`src/hdl/ext_pin_defs.vh`:
```
`ifndef EXT_PIN_DEFS_VH
`define EXT_PIN_DEFS_VH

// ----------------------------------------
// Timing and field constants
// ----------------------------------------
// Acknowledge time-out in clock counts
`define ACK_TIMEOUT_COUNTS 10'h3fe
// Flat bank address field in core address
`define FLAT_BANK_HI 25
`define FLAT_BANK_LO 21
// Interleaved bank address field in core address
`define ILV_BANK_HI 12
`define ILV_BANK_LO 9
// Bank address positions on general address pins
`define PIN_FLAT_HI 15
`define PIN_FLAT_LO 11
`define PIN_ILV_HI 19
`define PIN_ILV_LO 16
// Row/column field on general address pins
`define PIN_RC_HI 10
`define PIN_RC_LO 1
// Reset values
`define CS_SEL_RESET 1'b1
`define BOOT_RESET 4'h0

`endif

```
`src/hdl/burst_clock_gen.v`:
```
`timescale 1ns/1ps

// Divides the bus clock into a burst clock while a burst is active
module burst_clock_gen
#(
  parameter DIV = 2
)
(
  input wire clk,       // Bus clock
  input wire resetn,    // Asynchronous reset, active low
  input wire burstOn,   // Burst in progress
  output reg burstClk_r // Burst clock out
);

  reg [7:0] divCnt_r;

  // ----------------------------------------
  // Divider
  // ----------------------------------------
  // Count half periods and toggle; park low when idle
  always @(posedge clk or negedge resetn)
  begin
    if (!resetn)
    begin
      divCnt_r <= 8'h00;
      burstClk_r <= 1'b0;
    end
    else if (!burstOn)
    begin
      divCnt_r <= 8'h00;
      burstClk_r <= 1'b0;
    end
    else if (divCnt_r == DIV[7:0] - 8'h01)
    begin
      divCnt_r <= 8'h00;
      burstClk_r <= ~burstClk_r;
    end
    else
    begin
      divCnt_r <= divCnt_r + 8'h01;
    end
  end

endmodule

```
`src/hdl/ext_memory_pin_sharing.v`:
```
`timescale 1ns/1ps
`include "ext_pin_defs.vh"

// What this block does
// - Direction pin high on external reads, low on writes.
// - Other party acks cycles set for external acknowledge; error if no ack in 1022 counts.
// - Drive burst clock to synchronous memories during burst accesses.
// - Boot mode taken from four mode pins at system reset.
// - Flat SDRAM mode puts core address 25..21 on pins 15..11.
// - Interleaved SDRAM mode puts core address 12..9 on pins 19..16.
// - SDRAM cycles put row/column bits 9..0 on pins 10..1.
// - One pin shared by SDRAM select 0 and chip select 2.
// - One pin shared by SDRAM select 1 and chip select 3; SDRAM default.
module ext_memory_pin_sharing
#(
  parameter BURST_DIV = 2
)
(
  input wire clk,                       // Bus clock, 250 MHz
  input wire resetn,                    // Asynchronous reset, active low
  input wire cycReq,                    // Internal request, one-cycle pulse
  input wire cycWrite,                  // Request is a write
  input wire cycSdram,                  // Request targets SDRAM
  input wire cycBurst,                  // Request is a burst access
  input wire cycExtAck,                 // Cycle ends by external acknowledge
  input wire [3:0] cycIntLen,           // Internal wait length otherwise
  input wire [25:0] coreAddr,           // Core address
  input wire [11:0] rowColAddr,         // SDRAM row/column address
  input wire interleaveMode,            // SDRAM interleaved addressing
  input wire sel0IsGeneral,             // Shared pin 0 gives chip select 2
  input wire sel1IsGeneral,             // Shared pin 1 gives chip select 3
  input wire sel0Want,                  // SDRAM select 0 active, internal
  input wire sel1Want,                  // SDRAM select 1 active, internal
  input wire cs2Want,                   // General select 2 active, internal
  input wire cs3Want,                   // General select 3 active, internal
  input wire data_ack_in_n,             // Data acknowledge pin, active low
  input wire [3:0] bootPins,            // Startup mode pins
  output reg [24:0] addrPins_r,         // General address pins
  output reg [11:10] sdramRowColHi_r,   // Dedicated SDRAM address bits 11..10
  output reg readWrite_r,               // High read, low write
  output reg shared0_n_r,               // Pin for SDRAM select 0 or select 2
  output reg shared1_n_r,               // Pin for SDRAM select 1 or select 3
  output wire burstClk,                 // Burst clock to flash
  output reg cycDone_r,                 // Cycle ended, one-cycle pulse
  output reg cycErr_r,                  // Cycle ended in bus error, pulse
  output reg [3:0] bootMode_r           // Boot mode caught at reset release
);

  // ----------------------------------------
  // State and counters
  // ----------------------------------------
  localparam [2:0] ST_IDLE = 3'b001;
  localparam [2:0] ST_WAIT = 3'b010;
  localparam [2:0] ST_END = 3'b100;
  localparam [9:0] ACK_LIMIT = `ACK_TIMEOUT_COUNTS;

  reg [2:0] state_r;
  reg [2:0] state_nxt;
  reg [9:0] waitCnt_r;
  reg ackSync1_r;
  reg ackSync2_r;
  reg [3:0] bootSync1_r;
  reg [3:0] bootSync2_r;
  reg [1:0] bootStep_r;
  reg extAck_r;
  reg burst_r;
  reg [3:0] intLen_r;
  reg [24:0] addr_nxt;

  // Build the address pin image for a cycle
  function [24:0] pinImage;
    input sd;
    input ilv;
    input [25:0] ca;
    input [11:0] rc;
    reg [24:0] img;
    begin
      img = ca[24:0];
      if (sd)
      begin
        img[`PIN_RC_HI:`PIN_RC_LO] = rc[9:0];
        if (ilv)
          img[`PIN_ILV_HI:`PIN_ILV_LO] = ca[`ILV_BANK_HI:`ILV_BANK_LO];
        else
          img[`PIN_FLAT_HI:`PIN_FLAT_LO] = ca[`FLAT_BANK_HI:`FLAT_BANK_LO];
      end
      pinImage = img;
    end
  endfunction

  // ----------------------------------------
  // Pin synchronisers
  // ----------------------------------------
  // Two flops on acknowledge and boot pins
  always @(posedge clk or negedge resetn)
  begin
    if (!resetn)
    begin
      ackSync1_r <= 1'b1;
      ackSync2_r <= 1'b1;
      bootSync1_r <= `BOOT_RESET;
      bootSync2_r <= `BOOT_RESET;
    end
    else
    begin
      ackSync1_r <= data_ack_in_n;
      ackSync2_r <= ackSync1_r;
      bootSync1_r <= bootPins;
      bootSync2_r <= bootSync1_r;
    end
  end

  // Boot mode caught once at the third edge, when the second stage holds the pins
  always @(posedge clk or negedge resetn)
  begin
    if (!resetn)
    begin
      bootStep_r <= 2'h0;
      bootMode_r <= `BOOT_RESET;
    end
    else if (bootStep_r != 2'h3)
    begin
      bootStep_r <= bootStep_r + 2'h1;
      if (bootStep_r == 2'h2)
        bootMode_r <= bootSync2_r;
    end
  end

  // ----------------------------------------
  // Cycle state machine
  // ----------------------------------------
  always @*
  begin
    addr_nxt = pinImage(cycSdram, interleaveMode, coreAddr, rowColAddr);
    state_nxt = state_r;
    case (state_r)
      ST_IDLE:
        if (cycReq)
          state_nxt = ST_WAIT;
      ST_WAIT:
        if (extAck_r && !ackSync2_r)
          state_nxt = ST_END;
        else if (extAck_r && waitCnt_r == ACK_LIMIT - 10'd1)
          state_nxt = ST_END;
        else if (!extAck_r && waitCnt_r[3:0] == intLen_r)
          state_nxt = ST_END;
      ST_END:
        state_nxt = ST_IDLE;
      default:
        state_nxt = ST_IDLE;
    endcase
  end

  // Registers of the cycle, its counter and its answer
  always @(posedge clk or negedge resetn)
  begin
    if (!resetn)
    begin
      state_r <= ST_IDLE;
      waitCnt_r <= 10'h000;
      extAck_r <= 1'b0;
      burst_r <= 1'b0;
      intLen_r <= 4'h0;
      addrPins_r <= 25'h000_0000;
      sdramRowColHi_r <= 2'h0;
      readWrite_r <= 1'b1;
      cycDone_r <= 1'b0;
      cycErr_r <= 1'b0;
    end
    else
    begin
      state_r <= state_nxt;
      cycDone_r <= 1'b0;
      cycErr_r <= 1'b0;
      if (state_r == ST_IDLE && cycReq)
      begin
        waitCnt_r <= 10'h000;
        extAck_r <= cycExtAck;
        burst_r <= cycBurst;
        intLen_r <= cycIntLen;
        addrPins_r <= addr_nxt;
        sdramRowColHi_r <= rowColAddr[11:10];
        readWrite_r <= ~cycWrite;
      end
      else if (state_r == ST_WAIT)
      begin
        waitCnt_r <= waitCnt_r + 10'd1;
        if (state_nxt == ST_END)
        begin
          cycDone_r <= 1'b1;
          cycErr_r <= extAck_r && ackSync2_r;
          waitCnt_r <= 10'h000;
          burst_r <= 1'b0;
        end
      end
      else if (state_r == ST_END)
      begin
        readWrite_r <= 1'b1;
      end
    end
  end

  // ----------------------------------------
  // Shared chip-select pins
  // ----------------------------------------
  // Pin function chosen by the select inputs; active low
  always @(posedge clk or negedge resetn)
  begin
    if (!resetn)
    begin
      shared0_n_r <= 1'b1;
      shared1_n_r <= 1'b1;
    end
    else
    begin
      shared0_n_r <= sel0IsGeneral ? ~cs2Want : ~sel0Want;
      shared1_n_r <= sel1IsGeneral ? ~cs3Want : ~sel1Want;
    end
  end

  // ----------------------------------------
  // Burst clock
  // ----------------------------------------
  burst_clock_gen #(.DIV(BURST_DIV)) burstGen
  (
    .clk(clk),
    .resetn(resetn),
    .burstOn(burst_r && state_r == ST_WAIT),
    .burstClk_r(burstClk)
  );

endmodule

```
`config.mk`:
```
export PLATFORM = sky130hd
export DESIGN_NAME = ext_memory_pin_sharing
export DESIGN_NICKNAME = d
export VERILOG_FILES = /design/src/hdl/burst_clock_gen.v /design/src/hdl/ext_memory_pin_sharing.v
export VERILOG_INCLUDE_DIRS = /design/src /design/src/hdl
export SDC_FILE = /design/constraint.sdc
export NUM_CORES = 1
export LEC_CHECK = 0
export ABC_AREA = 1
export ABC_CLOCK_PERIOD_IN_PS = 1550
export BUFFER_PORTS_ARGS = -buffer_cell sky130_fd_sc_hd__buf_2
export CORE_MARGIN = 5
export CORE_UTILIZATION = 51
export DETAILED_ROUTE_END_ITERATION = 10
export GPL_TIMING_DRIVEN = 0
export PLACE_DENSITY = 0.87
export SYNTH_ARGS = -nofsm -noshare
export SYNTH_HDL_FRONTEND = slang
export SYNTH_SLANG_ARGS = --single-unit
```
`constraint.sdc`:
```
create_clock -name clk -period 1.55 [get_ports clk]
set_input_delay 0.31 -clock clk [delete_from_list [all_inputs] [get_ports clk]]
set_output_delay 0.31 -clock clk [all_outputs]
set_load 0.02 [all_outputs]
```
==> results.ini, run 1 <==
[global_route]
grt_pass1_vias=2917
grt_pass1_wl_um=13170
grt_usage=0.1975
antenna_found_initial=0
overflow=0
grt_max_degree=77

[synth]
syn_inst=362
synth_cell_types=32
ys_ff_latch=76
yosysSeqAreaShare=0.5756
yosys.area.top_type_share=0.5281
netlist_area_um2=3317
synth_edf_count=0
ys.warnings.count=0
ys.flop_type=dfrtp_1
yosys.area.top_type=dfrtp_1
synth.avg_cell_area_um2=9.163
synth_area_leaders=dfrtp_1 (53%), nand2_1 (11%), dfstp_2 (4.8%)
synthArstFlopShare=1.000
syn_nets=429

[setup_path]
r2r_slack_ps=90
r2r-start=state_r[0]
cp_max_fo=10
cp-end-kind=register
crit_type=register to register
reg2reg_depth=6
arrival_ps=1710
r2r_end=sdramRowColHi_r[10]
crit_required_ps=1790
crit_path_start_kind=register

[layout]
layout.area.seq_um2=1911
insertedDiodeCount=0
areaGrowthSynthToFinish_pct=24.90
drive_gt1_frac=0.3046
nets=538
fillers=488
multi_input_area_um2=1227
utilization=0.6524

[sta]
tightest_slew_ps=937.1
period_needed_ps=1463
fin_crit_sh=0.9438
fmax_mhz=683.6
clock_skew_ps=4.580
max_slew_margin=0.3752
hold_viol_final=0
fin_ws_ps=87.13
final_max_slew_viol_count=0
setup_viol=0

[clocking]
cts_root_buf=clkbuf_8
cts_tree=yes
cts.htree.levels=3
numCtsBuffers=9
ctsHoldBuffers=0
clk_pin_slew_ps=80
cts_num_sinks=76
clockBufferDepth=2
clock_latency_ps=350

[die]
die_h_um=90.65
die_w_um=90.65
num_rows=29
core_um2=6350
design.die.area_um2=8217
io_pins=98
start_util=0.5224

[route]
wl_um=7917
ant_nets=0
drc=0
drtPass1Iterations=5
wl_per_cell_um=14.32
num_vias=2841
drt_iter0_drc=185
via_per_inst=5.137

[power]
vdd_drop_max_uv=1155
power_density_nw_per_um2=1628
power_leakage_uw=0.002098

[worst_hold_path]
worstHoldStart=data_ack_in_n
worstHoldEndpoint=ackSync1_r
hp-class=input port to register
holdPathStages=1

[placement]
pre_cts_ws_ps=56.28
routabilityCongestion=0.8378
numPortBuffers=97
dp_hpwl_um=5821

[run_status]
status=finished clean

[flow_run]
cap_violations=0

-- power breakdown --
group	total, µW	switching (µW)	internal [µW]
clock network	1640	734	906
registers	2860	341	2520
logic	2240	1480	760
-- worst max-delay path: stages, from the launching register on --
cell and delay, ps:
dfstp_2 540, inv_2 40, nor2_2 130, nand3_4 170, clkbuf_1 280, nand2_1 150
nand2_1 60
-- cell families after synthesis --
group / synth area share
AOI/OAI and AO/OA: 0.08789
adders and majority gates: 0.02263
DFF: 0.5756
xor gates and xnor gates: 0.02904
and+or+nand+nor: 0.2071
muxes: 0.01961
buffers and inverters: 0.05809
-- cells in the final DEF, fill, tap and decap left out, types with 2 or more instances in the layout --
master      count
dfrtp_1        69
clkbuf_8        9
mux2_2          4
dfstp_2         6
nand3_2         3
o21ai_0        25
ha_1            6
buf_2          97
nand2_1        95
o21ai_1         6
xor2_1          7
xnor2_1         4
bufinv_16       2
nand4_1         2
buf_4           3
inv_1          34
clkinvlp_4      2
nor2_1         28
mux2i_1         2
a21oi_1        22
o22ai_1         3
clkbuf_1        5
nor3_1          3
nor2_2          2
nand3_1        16
nand2_2         2
inv_2           4
-- how the worst max path moves through the flow --
stage                             from             endpoint  slack [ps]  depth (start not counted)
after floorplan           waitCnt_r[1]              burst_r         270                         11
after global placement          resetn       addrPins_r[24]        -250                          1
after detailed placement    state_r[0]       addrPins_r[19]          60                          7
after CTS                   state_r[0]       addrPins_r[19]          40                          7
after global routing      waitCnt_r[1]         waitCnt_r[6]          -2                         11
final                       state_r[0]  sdramRowColHi_r[10]          90                          6
-- cell type report --
type                    instances  area share
flip-flops and latches         76      0.4612
multi-input cells             238      0.2963
repair buffers                 98      0.1196
inverters                      39     0.03594
clock buffers                  10     0.03081
well taps                      77     0.02326
clock inverters                 6     0.02144
plain buffers                   9     0.01148
-- timing repair --
action                     in CTS  in global routing
resized for setup               0                  7
buffers inserted                0                  1
setup endpoints to repair       0                 15
-- cell usage after synthesis (2+ instances only) --
master / count
xor2_1: 7
nor3_1: 3
o21ai_0: 25
dfstp_2: 6
dfrtp_1: 70
nand2_2: 3
nand3_1: 16
ha_1: 6
nand2_1: 95
inv_1: 35
o21ai_1: 6
clkbuf_1: 5
xnor2_1: 4
mux2_2: 4
nor2_1: 28
nor2_2: 2
nand4_1: 2
a21oi_1: 22
inv_2: 4
nand3_2: 4
o22ai_1: 3
mux2i_1: 2
-- flip-flops by register name (all words and copies together) (netlist names), 2 cells and up --
| register | flops |
|---|---|
| sdramRowColHi_r | 2 |
| burstGen.divCnt_r | 8 |
| bootSync2_r | 4 |
| bootStep_r | 2 |
| bootSync1_r | 4 |
| addrPins_r | 25 |
| state_r | 3 |
| waitCnt_r | 10 |
| bootMode_r | 4 |
| intLen_r | 4 |
-- per-stage QoR --
stage	instances	instance area (µm²)	TNS, ps	hold slack [ps]	power, µW
floorplan	362	3317	0	14.41	4238
global placement	536	3899	-16960	332.8	4970
detailed placement	536	3901	0	335.6	5074
CTS	552	4118	0	41.52	6727
global route	553	4143	-2.179	31.69	7150
finish	553	4143	0	55.72	6745
-- routing by layer --
metal  share of wire  GRT usage
met5               0          0
met4           0.012    0.06328
met3           0.072    0.06250
met2            0.53     0.3481
met1            0.39     0.2260
Note: power is estimated with default switching activity, not from simulation.
==> run 2: changes to the inputs <==
ABC_CLOCK_PERIOD_IN_PS = 1200   (was 1550)
CORE_ASPECT_RATIO = 1.25   (was not set)
CORE_UTILIZATION = 46   (was 51)
PLACE_DENSITY = 0.86   (was 0.87)
clock period = 1.2 ns   (was 1.55 ns; I/O delays follow)
==> results.ini, run 2 (synthesis results as in run 1) <==
[run_status]
status=finished with violations  ; was finished clean
violations=setup timing

[power]
power_density_nw_per_um2=2112  ; was 1628 nW/µm²
power_uw=10280  ; was 6745 µW
power.switching_uw=4052  ; was 2558 µW
p_clk_frac=0.213  ; was 0.243
seq_power_share=0.372  ; was 0.424
internal-power_uw=6232  ; was 4186 µW
vdd_drop_max_uv=1775  ; was 1155 µV
swShare=0.3940  ; was 0.3793
combPwrFrac=0.415  ; was 0.333
power_leakage_uw=0.002378  ; was 0.002098 µW

[sta]
fin_crit_sh=1.230  ; was 0.9438
period_needed_ps=1476  ; was 1463 ps
rsz0062_at_grt=yes
setup_viol=58  ; was 0
hold_viol_final=0  ; unchanged
clock_skew_ps=11.05  ; was 4.580 ps
max_slew_margin=0.3820  ; was 0.3752
fmax_mhz=677.6  ; was 683.6 MHz
tightest_slew_ps=927.1  ; was 937.1 ps
whs_ps=14.89  ; was 55.72 ps
final_max_slew_viol_count=0  ; unchanged
fin_ws_ps=-275.7  ; was 87.13 ps

[layout]
drive_gt1_frac=0.4637  ; was 0.3046
largest-register=addrPins_r  ; unchanged
largest_registers=addrPins_r: 25 flops, waitCnt_r: 10 flops, burstGen.divCnt_r: 8 flops  ; unchanged
fin_area_um2=4868  ; was 4143 µm²
finalNonFillerCells=599  ; was 553
insertedDiodeCount=0  ; unchanged
utilization=0.6978  ; was 0.6524
largest_reg_flops=25  ; unchanged
areaGrowthSynthToFinish_pct=46.77  ; was 24.90%
layout.area.seq_um2=1914  ; was 1911 µm²
fillers=497  ; was 488
multi_input_area_um2=1515  ; was 1227 µm²
final_common_cell=buf_2  ; unchanged
nets=571  ; was 538
layout_common_cells=buf_2 (89), nand2_1 (80), dfrtp_1 (66)  ; was buf_2 (97), nand2_1 (95), dfrtp_1 (69)

[placement]
placed_cell_area_um2=3988  ; was 3901 µm²
numPortBuffers=97  ; unchanged
dp_hpwl_um=5950  ; was 5821 µm
routabilityCongestion=0.8769  ; was 0.8378
dp.cells=549  ; was 536

[setup_path]
crit_path_start_kind=register  ; unchanged
cp_max_fo=3  ; was 10
cp_slowest_cell=dfrtp_1  ; was dfstp_2
cp_top_family=simple AND/OR/NAND/NOR gates  ; was flip-flops
startpoint=waitCnt_r[1]  ; was state_r[0]
crit_required_ps=1480  ; was 1790 ps
r2r-start=waitCnt_r[1]  ; was state_r[0]
path_cells=buf_4 > ha_1 > inv_1 > nor3_2 > nand3_2 > xor2_1 > nor2_1  ; was inv_2 > nor2_2 > nand3_4 > clkbuf_1 > nand2_1 > nand2_1
r2r_slack_ps=-280  ; was 90 ps
critical_path.max_stage_delay_ps=390  ; was 540 ps
crit_type=register to register  ; unchanged
arrival_ps=1750  ; was 1710 ps
cp-end-kind=register  ; unchanged
r2r_end=waitCnt_r[6]  ; was sdramRowColHi_r[10]
reg2reg_depth=7  ; was 6
path_buf_inv=2  ; unchanged

[global_route]
grt_pass1_vias=3166  ; was 2917
grt_pass1_wl_um=14990  ; was 13170 µm
grt_max_degree=77  ; unchanged
antenna_found_initial=0  ; unchanged
grt_usage=0.2135  ; was 0.1975
overflow=0  ; unchanged

[route]
drtPass1Iterations=5  ; unchanged
wl_um=9873  ; was 7917 µm
wl_per_cell_um=16.48  ; was 14.32 µm
via_per_inst=5.179  ; was 5.137
drt_iter0_drc=206  ; was 185
num_vias=3102  ; was 2841
ant_nets=0  ; unchanged
drc=0  ; unchanged

[worst_hold_path]
worstHoldEndpoint=shared0_n_r  ; was ackSync1_r
holdPathStages=2  ; was 1
hp-class=input port to register  ; unchanged
worstHoldStart=sel0Want  ; was data_ack_in_n

[die]
io_pins=98  ; unchanged
num_rows=34  ; was 29
start_util=0.4754  ; was 0.5224
die_h_um=104.9  ; was 90.65 µm
die_w_um=85.95  ; was 90.65 µm
design.die.area_um2=9020  ; was 8217 µm²
core_um2=6977  ; was 6350 µm²

[clocking]
numCtsBuffers=9  ; unchanged
cts_num_sinks=76  ; unchanged
cts_tree=yes  ; unchanged
cts_root_buf=clkbuf_8  ; unchanged
clock_latency_ps=360  ; was 350 ps
clockBufferDepth=2  ; unchanged
cts.htree.levels=3  ; unchanged
clk_pin_slew_ps=90  ; was 80 ps

[flow_run]
cap_violations=0  ; unchanged

-- run 2: worst reg2reg max path, cell delays in order, from the launching register on --
cell and delay, ps:
dfrtp_1 390, buf_4 130, ha_1 190, inv_1 90, nor3_2 210, nand3_2 100, xor2_1 150, nor2_1 130
-- run 2: how the worst max path moves through the flow --
stage | to | slack [ps] | cells after the start
final | waitCnt_r[6] | -280 | 7
after global routing | waitCnt_r[6] | -410 | 7
after CTS | burst_r | -210 | 11
after detailed placement | burst_r | -230 | 11
after global placement | burstGen.divCnt_r[2] | -540 | 1
after floorplan | waitCnt_r[6] | -60 | 7
-- run 2: power by group through the flow --
| stage | Sequential [µW] | Clock [µW] | Combinational (µW) |
|---|---|---|---|
| floorplan | 4260 | 0 | 1370 |
| global placement | 3700 | 0 | 2920 |
| detailed placement | 3730 | 0 | 3030 |
| CTS | 3720 | 2220 | 3670 |
| global route | 3890 | 2330 | 4590 |
| finish | 3820 | 2190 | 4270 |
-- run 2: layout make-up --
cell class | instances | area share
Timing Repair Buffer | 131 | 0.1786
Multi-Input combinational cell | 239 | 0.3112
Clock inverter | 7 | 0.02005
Clock buffer | 9 | 0.02544
Inverter | 39 | 0.03315
Buffer | 8 | 0.01516
Tap cell | 90 | 0.02313
Sequential cell | 76 | 0.3932
-- run 2: routing by layer --
metal,track usage,vias up,wire length [µm]
met4,0.1154,0,286
li1,-,1447,-
met5,0,-,0
met1,0.2519,1516,3861
met3,0.05039,25,522
met2,0.3550,114,5203
-- run 2: metrics by stage --
| step | setup TNS (ps) | setup WS, ps |
|---|---|---|
| detailed placement | -7267 | -234.3 |
| global route | -13180 | -405.8 |
| floorplan | -730.0 | -57.93 |
| finish | -9245 | -275.7 |
| CTS | -7419 | -208.0 |
| global placement | -44240 | -537.1 |
-- run 2: what timing repair did --
item                                    4_1_cts  5_1_grt
hold endpoints to repair                      5        1
hold buffers                                  5        2
endpoints found under the setup margin       55       65
buffers inserted                             14       12
pin swaps                                     5       16
gates resized for setup                      34       71
cloned                                        2        1
